--- src/hw/flash_map_pkg.sv ---
// constants for the flash partition map: register offsets, config bit positions, region sizes
// assumes a 32-bit apb slave port and one system clock domain
package flash_map_pkg;
	// ****************************************************
	// register offsets (byte addresses)
	// ****************************************************
	localparam logic [31:0] CTRL_OFS   = 32'h0000_0000;
	localparam logic [31:0] STAT_OFS   = 32'h0000_0004;
	localparam logic [31:0] DBASE_OFS  = 32'h0000_0008;
	localparam logic [31:0] ASIZE_OFS  = 32'h0000_000c;
	localparam logic [31:0] ERASE_OFS  = 32'h0000_0010;
	localparam logic [31:0] DSIZE_OFS  = 32'h0000_0014;
	// ****************************************************
	// field positions and reset values
	// ****************************************************
	localparam int          CTRL_EXEC_BIT  = 0;
	localparam int          CFG_DATA_REGION_FLAG_BIT   = 0;
	localparam int          CFG_VAR_BIT    = 2;
	localparam int          CFG_BOOT_BIT   = 7;
	localparam logic        BOOT_APP_VAL   = 1'b1;
	localparam logic        EXEC_RST       = 1'b0;
	// ****************************************************
	// region geometry
	// ****************************************************
	localparam logic [31:0] APP_FULL       = 32'h0001_1000;
	localparam logic [31:0] APP_VAR        = 32'h0001_0000;
	localparam logic [31:0] DATA_FIX_BASE  = 32'h0001_f000;
	localparam logic [31:0] DATA_FIX_SIZE  = 32'h0000_1000;
	localparam logic [31:0] LOADER_SIZE    = 32'h0000_1000;
	localparam logic [31:0] LOADER_BASE    = 32'h0010_0000;
	localparam logic [31:0] CODE_TOP       = 32'h0002_0000;
	localparam int          PAGE_BITS      = 9;
	localparam logic [31:0] PAGE_BYTES     = 32'h0000_0200;
	// ****************************************************
	// types
	// ****************************************************
	typedef enum logic [1:0] {
		ST_LATCH = 2'b00,
		ST_RUN   = 2'b01
	} map_state_t;
	typedef enum logic [1:0] {
		RG_NONE   = 2'b00,
		RG_APP    = 2'b01,
		RG_LOADER = 2'b11,
		RG_DATA   = 2'b10
	} region_t;
endpackage

--- src/hw/flash_partition_map.sv ---
// flash partition map: boot source, region sizing, fetch routing, page erase targets
// assumes config words are stable from flash at reset release and an apb master
`timescale 1ns/1ps
module flash_partition_map (
	input  wire logic        mclk,
	input  wire logic        rst,
	input  wire logic        psel,
	input  wire logic        penable,
	input  wire logic        pwrite,
	input  wire logic [31:0] paddr,
	input  wire logic [31:0] pwdata,
	output logic      [31:0] prdata,
	output logic             pready,
	output logic             pslverr,
	input  wire logic [31:0] config_word_first,
	input  wire logic [31:0] config_word_second,
	input  wire logic        fetch_valid,
	input  wire logic [31:0] fetch_addr,
	output logic             fetch_ready,
	output logic             rd_valid,
	output logic [1:0]       rd_region,
	output logic [31:0]      rd_offset,
	output logic             rd_fault,
	output logic             erase_req,
	output logic [31:0]      erase_addr
);
	// ****************************************************
	// configuration latch
	// ****************************************************
	flash_map_pkg::map_state_t state_q, state_d;
	logic        boot_app_q, boot_app_d;
	logic        var_q, var_d;
	logic        data_region_flag_q, data_region_flag_d;
	logic [31:0] data_base_q, data_base_d;
	logic [31:0] data_size_q, data_size_d;
	logic [31:0] app_size_q, app_size_d;
	logic [31:0] base_aligned;
	logic        run;

	page_align #(.PAGE_BITS(flash_map_pkg::PAGE_BITS)) u_base_align (
		.addr      (config_word_second),
		.page_addr (base_aligned)
	);

	assign run = (state_q == flash_map_pkg::ST_RUN);

	always_comb begin
		state_d     = state_q;
		boot_app_d  = boot_app_q;
		var_d       = var_q;
		data_region_flag_d      = data_region_flag_q;
		data_base_d = data_base_q;
		data_size_d = data_size_q;
		app_size_d  = app_size_q;
		case (state_q)
			flash_map_pkg::ST_LATCH: begin
				// capture once, then never again until reset
				boot_app_d = config_word_first[flash_map_pkg::CFG_BOOT_BIT];
				var_d      = config_word_first[flash_map_pkg::CFG_VAR_BIT];
				data_region_flag_d     = config_word_first[flash_map_pkg::CFG_DATA_REGION_FLAG_BIT];
				if (config_word_first[flash_map_pkg::CFG_VAR_BIT]) begin
					data_base_d = flash_map_pkg::DATA_FIX_BASE;
					data_size_d = flash_map_pkg::DATA_FIX_SIZE;
					app_size_d  = flash_map_pkg::APP_VAR;
				end else if (config_word_first[flash_map_pkg::CFG_DATA_REGION_FLAG_BIT]) begin
					data_base_d = flash_map_pkg::APP_FULL;
					data_size_d = 32'h0000_0000;
					app_size_d  = flash_map_pkg::APP_FULL;
				end else begin
					// a base past the shared space leaves no data region
					if (base_aligned > flash_map_pkg::APP_FULL) begin
						data_base_d = flash_map_pkg::APP_FULL;
					end else begin
						data_base_d = base_aligned;
					end
					app_size_d  = data_base_d;
					data_size_d = flash_map_pkg::APP_FULL - data_base_d;
				end
				state_d = flash_map_pkg::ST_RUN;
			end
			flash_map_pkg::ST_RUN: begin
				state_d = flash_map_pkg::ST_RUN;
			end
			default: begin
				state_d = flash_map_pkg::ST_LATCH;
			end
		endcase
	end

	always_ff @(posedge mclk or posedge rst) begin
		if (rst) begin
			state_q     <= flash_map_pkg::ST_LATCH;
			boot_app_q  <= 1'b0;
			var_q       <= 1'b0;
			data_region_flag_q      <= 1'b0;
			data_base_q <= 32'h0000_0000;
			data_size_q <= 32'h0000_0000;
			app_size_q  <= 32'h0000_0000;
		end else begin
			state_q     <= state_d;
			boot_app_q  <= boot_app_d;
			var_q       <= var_d;
			data_region_flag_q      <= data_region_flag_d;
			data_base_q <= data_base_d;
			data_size_q <= data_size_d;
			app_size_q  <= app_size_d;
		end
	end

	// ****************************************************
	// apb slave
	// ****************************************************
	logic        exec_loader_q, exec_loader_d;
	logic [31:0] prdata_q, prdata_d;
	logic        erase_req_q, erase_req_d;
	logic [31:0] erase_addr_q, erase_addr_d;
	logic [31:0] wr_page;
	logic        access;
	logic        mapped;

	page_align #(.PAGE_BITS(flash_map_pkg::PAGE_BITS)) u_erase_align (
		.addr      (pwdata),
		.page_addr (wr_page)
	);

	assign access = psel && penable;
	assign pready = 1'b1;
	assign mapped = (paddr == flash_map_pkg::CTRL_OFS) || (paddr == flash_map_pkg::STAT_OFS) ||
		(paddr == flash_map_pkg::DBASE_OFS) || (paddr == flash_map_pkg::ASIZE_OFS) ||
		(paddr == flash_map_pkg::ERASE_OFS) || (paddr == flash_map_pkg::DSIZE_OFS);
	assign pslverr = access && !mapped;
	assign prdata  = prdata_q;

	always_comb begin
		exec_loader_d = exec_loader_q;
		prdata_d      = prdata_q;
		erase_req_d   = 1'b0;
		erase_addr_d  = erase_addr_q;
		if (state_q == flash_map_pkg::ST_LATCH) begin
			exec_loader_d = (config_word_first[flash_map_pkg::CFG_BOOT_BIT]
				!= flash_map_pkg::BOOT_APP_VAL);
		end else if (access && pwrite) begin
			if (paddr == flash_map_pkg::CTRL_OFS) begin
				// takes effect on the next fetch, no reset needed
				exec_loader_d = pwdata[flash_map_pkg::CTRL_EXEC_BIT];
			end
			if (paddr == flash_map_pkg::ERASE_OFS) begin
				erase_addr_d = wr_page;
				erase_req_d  = 1'b1;
			end
		end
		if (psel && !penable) begin
			case (paddr)
				flash_map_pkg::CTRL_OFS:  prdata_d = {31'h0000_0000, exec_loader_q};
				flash_map_pkg::STAT_OFS:  prdata_d = {27'h000_0000, boot_app_q, var_q,
					data_region_flag_q, 1'b0, run};
				flash_map_pkg::DBASE_OFS: prdata_d = data_base_q;
				flash_map_pkg::ASIZE_OFS: prdata_d = app_size_q;
				flash_map_pkg::ERASE_OFS: prdata_d = erase_addr_q;
				flash_map_pkg::DSIZE_OFS: prdata_d = data_size_q;
				default:                  prdata_d = 32'h0000_0000;
			endcase
		end
	end

	always_ff @(posedge mclk or posedge rst) begin
		if (rst) begin
			exec_loader_q <= flash_map_pkg::EXEC_RST;
			prdata_q      <= 32'h0000_0000;
			erase_req_q   <= 1'b0;
			erase_addr_q  <= 32'h0000_0000;
		end else begin
			exec_loader_q <= exec_loader_d;
			prdata_q      <= prdata_d;
			erase_req_q   <= erase_req_d;
			erase_addr_q  <= erase_addr_d;
		end
	end

	assign erase_req  = erase_req_q;
	assign erase_addr = erase_addr_q;

	// ****************************************************
	// fetch routing
	// ****************************************************
	logic        rd_valid_q, rd_valid_d;
	logic [1:0]  rd_region_q, rd_region_d;
	logic [31:0] rd_offset_q, rd_offset_d;
	logic        rd_fault_q, rd_fault_d;

	// every cycle in ST_RUN takes a new address, so a linear stream never stalls
	assign fetch_ready = run;

	always_comb begin
		rd_valid_d  = fetch_valid && run;
		rd_region_d = flash_map_pkg::RG_NONE;
		rd_offset_d = 32'h0000_0000;
		rd_fault_d  = 1'b0;
		if (fetch_valid && run) begin
			if (fetch_addr >= flash_map_pkg::LOADER_BASE &&
				fetch_addr < flash_map_pkg::LOADER_BASE + flash_map_pkg::LOADER_SIZE) begin
				rd_region_d = flash_map_pkg::RG_LOADER;
				rd_offset_d = fetch_addr - flash_map_pkg::LOADER_BASE;
			end else if (exec_loader_q && fetch_addr < flash_map_pkg::LOADER_SIZE) begin
				rd_region_d = flash_map_pkg::RG_LOADER;
				rd_offset_d = fetch_addr;
			end else if (!exec_loader_q && fetch_addr < app_size_q) begin
				rd_region_d = flash_map_pkg::RG_APP;
				rd_offset_d = fetch_addr;
			end else if (data_size_q != 32'h0000_0000 && fetch_addr >= data_base_q &&
				fetch_addr < data_base_q + data_size_q) begin
				rd_region_d = flash_map_pkg::RG_DATA;
				rd_offset_d = fetch_addr - data_base_q;
			end else begin
				rd_fault_d = 1'b1;
			end
		end
	end

	always_ff @(posedge mclk or posedge rst) begin
		if (rst) begin
			rd_valid_q  <= 1'b0;
			rd_region_q <= flash_map_pkg::RG_NONE;
			rd_offset_q <= 32'h0000_0000;
			rd_fault_q  <= 1'b0;
		end else begin
			rd_valid_q  <= rd_valid_d;
			rd_region_q <= rd_region_d;
			rd_offset_q <= rd_offset_d;
			rd_fault_q  <= rd_fault_d;
		end
	end

	assign rd_valid  = rd_valid_q;
	assign rd_region = rd_region_q;
	assign rd_offset = rd_offset_q;
	assign rd_fault  = rd_fault_q;

	// ****************************************************
	// checks
	// ****************************************************
	AST_BOOT_SEL: assert property (@(posedge mclk) disable iff (rst)
		$rose(run) |-> exec_loader_q == !boot_app_q)
		else $error("boot region does not follow boot select");
	AST_VAR_FIXED: assert property (@(posedge mclk) disable iff (rst)
		run && var_q |-> data_base_q == 32'h0001_f000 && data_size_q == 32'h0000_1000
		&& app_size_q == 32'h0001_0000)
		else $error("variable data region not fixed at 4K");
	AST_NO_DATA: assert property (@(posedge mclk) disable iff (rst)
		run && !var_q && data_region_flag_q |-> data_size_q == 32'h0 && app_size_q == 32'h0001_1000)
		else $error("data region present when disabled");
	AST_SHARED: assert property (@(posedge mclk) disable iff (rst)
		run && !var_q && !data_region_flag_q |-> app_size_q + data_size_q == 32'h0001_1000
		&& data_base_q == app_size_q)
		else $error("shared space does not add up");
	AST_ERASE_PAGE: assert property (@(posedge mclk) disable iff (rst)
		access && pwrite && paddr == flash_map_pkg::ERASE_OFS && run
		|=> erase_req && erase_addr == {$past(pwdata[31:9]), 9'h000} ##1 !erase_req)
		else $error("erase pulse or page address wrong");
	AST_ZERO_WAIT: assert property (@(posedge mclk) disable iff (rst)
		fetch_valid && fetch_ready |=> rd_valid ##0 (rd_fault || rd_offset[1:0]
		== $past(fetch_addr[1:0]) || rd_region == flash_map_pkg::RG_DATA))
		else $error("fetch not answered next cycle");
	AST_SWITCH: assert property (@(posedge mclk) disable iff (rst)
		run && access && pwrite && paddr == flash_map_pkg::CTRL_OFS
		|=> exec_loader_q == $past(pwdata[0]))
		else $error("region switch not taken");
	AST_LOADER_SIZE: assert property (@(posedge mclk) disable iff (rst)
		rd_valid && rd_region == flash_map_pkg::RG_LOADER |-> rd_offset < 32'h0000_1000)
		else $error("loader offset past 4KB");
	// the release edge itself still holds the flops in reset, so start one edge later
	AST_LATCH_FIRST: assert property (@(posedge mclk) disable iff (rst)
		!run && !rst |-> !fetch_ready ##1 run)
		else $error("fetch served before config latched");
	AST_ALIGN: assert property (@(posedge mclk) disable iff (rst)
		erase_req |-> erase_addr[8:0] == 9'h000)
		else $error("erase address not page aligned");
endmodule // flash_partition_map

--- src/hw/page_align.sv ---
// page alignment of a byte address
// assumes the page size is a power of two given as a bit count
`timescale 1ns/1ps
module page_align #(
	parameter int PAGE_BITS = 9
) (
	input  wire logic [31:0] addr,
	output wire logic [31:0] page_addr
);
	// low bits inside the page are dropped, never rounded up
	assign page_addr = {addr[31:PAGE_BITS], {PAGE_BITS{1'b0}}};
endmodule // page_align

--- config.mk ---
export PLATFORM = sky130hd
export DESIGN_NAME = flash_partition_map
export DESIGN_NICKNAME = d
export VERILOG_FILES = /design/src/hw/flash_map_pkg.sv /design/src/hw/flash_partition_map.sv /design/src/hw/page_align.sv
export SDC_FILE = /design/constraint.sdc
export NUM_CORES = 1
export LEC_CHECK = 0
export BUFFER_PORTS_ARGS = -buffer_cell sky130_fd_sc_hd__buf_2
export CORE_MARGIN = 3
export CORE_UTILIZATION = 35
export DETAILED_ROUTE_END_ITERATION = 12
export GPL_TIMING_DRIVEN = 0
export PLACE_DENSITY_LB_ADDON = 0.05
export SLEW_MARGIN = 0
export SYNTH_ARGS = -nofsm -noshare
export SYNTH_HDL_FRONTEND = slang
export SYNTH_HIERARCHICAL = 1
export SYNTH_SLANG_ARGS = --single-unit
export TNS_END_PERCENT = 30
--- constraint.sdc ---
create_clock -name mclk -period 6.9 [get_ports mclk]
set_input_delay 1.38 -clock mclk [delete_from_list [all_inputs] [get_ports mclk]]
set_output_delay 1.38 -clock mclk [all_outputs]
set_load 0.005 [all_outputs]
==> flow_metrics.env <==
export IMPL_crit_fanout=10
export IMPL_setup_violations=0
export IMPL_post_cts_buffers=0
export IMPL_synth_top_cell_area_share_pct=35.3
export IMPL_drtPass1Iterations=5
export IMPL_worstSkewPairLatency_ns=0.45
export IMPL_via_per_inst=5.24
export IMPL_ant_nets=0
export IMPL_syn2layout_area_growth_pct=17.4
export IMPL_synth_area_mm2=0.0123
export IMPL_critical_path_class="reg -> reg"
export IMPL_wl_per_cell_um=20.0
export IMPL_cts_root_buf="clkbuf_16"
export IMPL_finalHoldViolCount=0
export IMPL_crit_path_end_kind="register"
export IMPL_fin_setup_tns_ns=0
export IMPL_worst_setup_path_start_kind="register"
export IMPL_tightest_slew_ns=0.994
export IMPL_start_util_pct=36.0
export IMPL_num_vias=10500
export IMPL_yosysTopAreaCell="dfrtp_1"
export IMPL_slew_violations=0
export IMPL_hold_path_class="reg -> reg"
export IMPL_crit_start="data_size_q[1]"
export IMPL_r2r_start="data_size_q[1]"
export IMPL_final_layout_size_suffix_gt1_share_pct=23.1
export IMPL_pin_count=270
export IMPL_cts_buffers_inserted=17
export IMPL_utilization_pct=42.3
export IMPL_floorplan_die_height_um=193
export IMPL_crit_required_ns=7.25
export IMPL_synth_flop_cell="dfrtp_1"
export IMPL_synth_warnings=6
export IMPL_regToRegEndpoint="rd_offset[28]"
export IMPL_core_mm2=0.0340
export IMPL_maxCapViolCount=0
export IMPL_rows=67
export IMPL_grt_setup_unrepaired="false"
export IMPL_synth_edff_count=0
export IMPL_grt_max_degree=96
export IMPL_synthDistinctLibCells=73
export IMPL_grt_pass1_vias=10600
export IMPL_antenna_found_initial=2
export IMPL_synthTopCellsByArea="dfrtp_1 35%, ha_1 10%, mux2_2 6.0%"
export IMPL_crit_end="rd_offset[28]"
export IMPL_final_nets=1812
export IMPL_cts_tree="yes"
export IMPL_synth_area_per_cell_um2=9.19
export IMPL_timing_fmax_mhz=160
export IMPL_outcome="finished, final reports clean"
export IMPL_clockBufferDepth=2
export IMPL_drc=0
export IMPL_htreeDepth=4
export IMPL_vdd_drop_max_mv=0.176
export IMPL_ctsResizeCount=0
export IMPL_arrival_ns=6.59
export IMPL_post_route_min_period_ns=6.24
export IMPL_drt_wl_total_mm=40.0
export IMPL_netlist_instances=1333
export IMPL_cts_clk_slew_worst_paths_ns=0.08
export IMPL_hpwl_mm=32.6
export IMPL_async_flop_share_pct=100
export IMPL_fin_crit_sh_pct=90.4
export IMPL_maxSlewHeadroom_pct=33.3
export IMPL_diodes=0
export IMPL_grt_overflow_total=0
export IMPL_grt_pass1_wl_mm=61.5
export IMPL_place_gp_congestion=0.891
export IMPL_die_area_mm2=0.0373
export IMPL_grt_usage_pct=21.7
export IMPL_ys_seq_area_share_pct=35.3
export IMPL_worst_r2r_cell_count=21
export IMPL_cts_num_sinks=173
export IMPL_ys_ff_latch=173
export IMPL_finClkSkew_ns=0.0196
export IMPL_reg2reg_setup_slack_ns=0.66
export IMPL_die_w_um=193
export IMPL_portBuffers=175
export IMPL_powerDensity_mw_per_mm2=165
export IMPL_leakagePower_nw=7.03
export IMPL_cts_hold_buf=0
export IMPL_drt_initial_drc_count=556
## flip-flops by register name, summed over array words and instances, names as in the netlist, 2 cells and up
register	cells
data_base_q	32
rd_offset	32
data_size_q	31
prdata	32
app_size_q	4
erase_addr	32
rd_region	2
## stage by stage
stage | setup WS (ns) | hold WS, ns | power [W] | cells | cell area, um2
after floorplan | 0.832 | 0.443 | 0.00128 | 1350 | 12300
after global placement | -1.44 | 0.462 | 0.00139 | 1973 | 13800
after detailed placement | 0.649 | 0.468 | 0.00139 | 1974 | 13800
after CTS | 0.564 | 0.485 | 0.00240 | 2005 | 14400
after global routing | 0.142 | 0.515 | 0.00248 | 2005 | 14400
final | 0.662 | 0.483 | 0.00237 | 2005 | 14400
## worst min path at each step
| stage | slack [ns] | cells past startpoint | startpoint | end |
|---|---|---|---|---|
| 2_1_floorplan | 0.44 | 2 | var_q | var_q |
| 3_3_place_gp | 0.46 | 2 | prdata[4] | prdata[4] |
| 3_5_place_dp | 0.47 | 2 | var_q | var_q |
| 4_1_cts | 0.49 | 2 | var_q | var_q |
| 5_1_grt | 0.51 | 2 | prdata[22] | prdata[22] |
| 6_report | 0.48 | 2 | var_q | var_q |
## placed cells by master, fill, tap and decap left out, types with 10 or more instances in the layout
cell type,instances
buf_2,182
dfrtp_1,173
nand2_1,111
ha_1,99
o21ai_0,97
a21oi_1,94
mux2_2,65
buf_4,65
inv_1,63
nor2_1,48
a21o_1,47
clkbuf_1,45
xor2_1,34
nor4_1,31
a22o_1,31
and2_1,30
a22oi_1,30
nor3_1,28
nand3_1,27
xnor2_1,25
nand4_1,22
conb_1,20
clkbuf_16,17
nand2b_1,11
o211ai_1,10
## area by class of cell
| type | count | area [um2] |
|---|---|---|
| buffer | 119 | 699 |
| clock buffer | 17 | 425 |
| clock inverter | 14 | 169 |
| fill | 3494 | 19700 |
| inverter | 64 | 248 |
| multi-input combinational | 994 | 7050 |
| sequential | 173 | 4330 |
| tap | 448 | 561 |
| timing repair buffer | 176 | 903 |
## cells in the mapped netlist, drive strengths merged (6+ instances only)
| cell type | count |
|---|---|
| buf | 74 |
| dfrtp | 173 |
| a21o | 48 |
| o31ai | 6 |
| nor2 | 48 |
| a211oi | 8 |
| a21oi | 96 |
| a22o | 31 |
| ha | 99 |
| nand2 | 111 |
| mux2i | 6 |
| nand2b | 11 |
| xor2 | 34 |
| nand3 | 27 |
| and3 | 9 |
| nor4 | 33 |
| nand4 | 22 |
| and2 | 30 |
| o211ai | 12 |
| o21a | 6 |
| xnor2 | 25 |
| a22oi | 30 |
| clkbuf | 45 |
| o21bai | 8 |
| nor2b | 6 |
| nor3 | 28 |
| mux2 | 65 |
| inv | 64 |
| o21ai | 99 |
## where the power goes
part	internal (W)	leakage (nW)	total, W	switching (W)
Clock	0.000515	0.283	0.000995	0.000480
Combinational	0.000138	4.37	0.000345	0.000207
Sequential	0.00102	2.38	0.00103	0.00000641
## layer usage
metal / GRT usage, % / up-vias / share of wire [%]
met5: 0 / - / 0.035
met4: 7.07 / 4 / 2.6
met3: 4.85 / 55 / 5.8
met2: 33.4 / 303 / 44
met1: 30.2 / 4890 / 47
li1: - / 5251 / -
## cell families after synthesis
logic type	after synthesis	synth area share, %
buffers and inverters	183	7.67
muxes	72	6.65
and+or+nand+nor	349	14.4
adders and majority gates	101	10.4
other	3	0.0919
xor gates and xnor gates	59	4.22
AOI/OAI and AO/OA	393	21.2
DFF	173	35.3
## critical path, stage by stage, from the launching register on
cell	delay [ns]
dfrtp_1	0.60
ha_1	0.32
a211oi_1	0.34
o21ai_1	0.21
a221oi_2	0.33
o211ai_2	0.21
a221oi_4	0.32
o21ai_2	0.11
or4_4	0.49
nand2_1	0.12
xor2_1	0.19
ha_1	0.27
a21oi_1	0.13
nor2b_1	0.06
o21ai_0	0.27
o21ai_0	0.16
a2111oi_0	0.33
o21ai_0	0.39
nor3_1	0.34
clkbuf_1	0.46
o311ai_0	0.26
a21oi_1	0.22
Power figures use the tool's default switching activity.
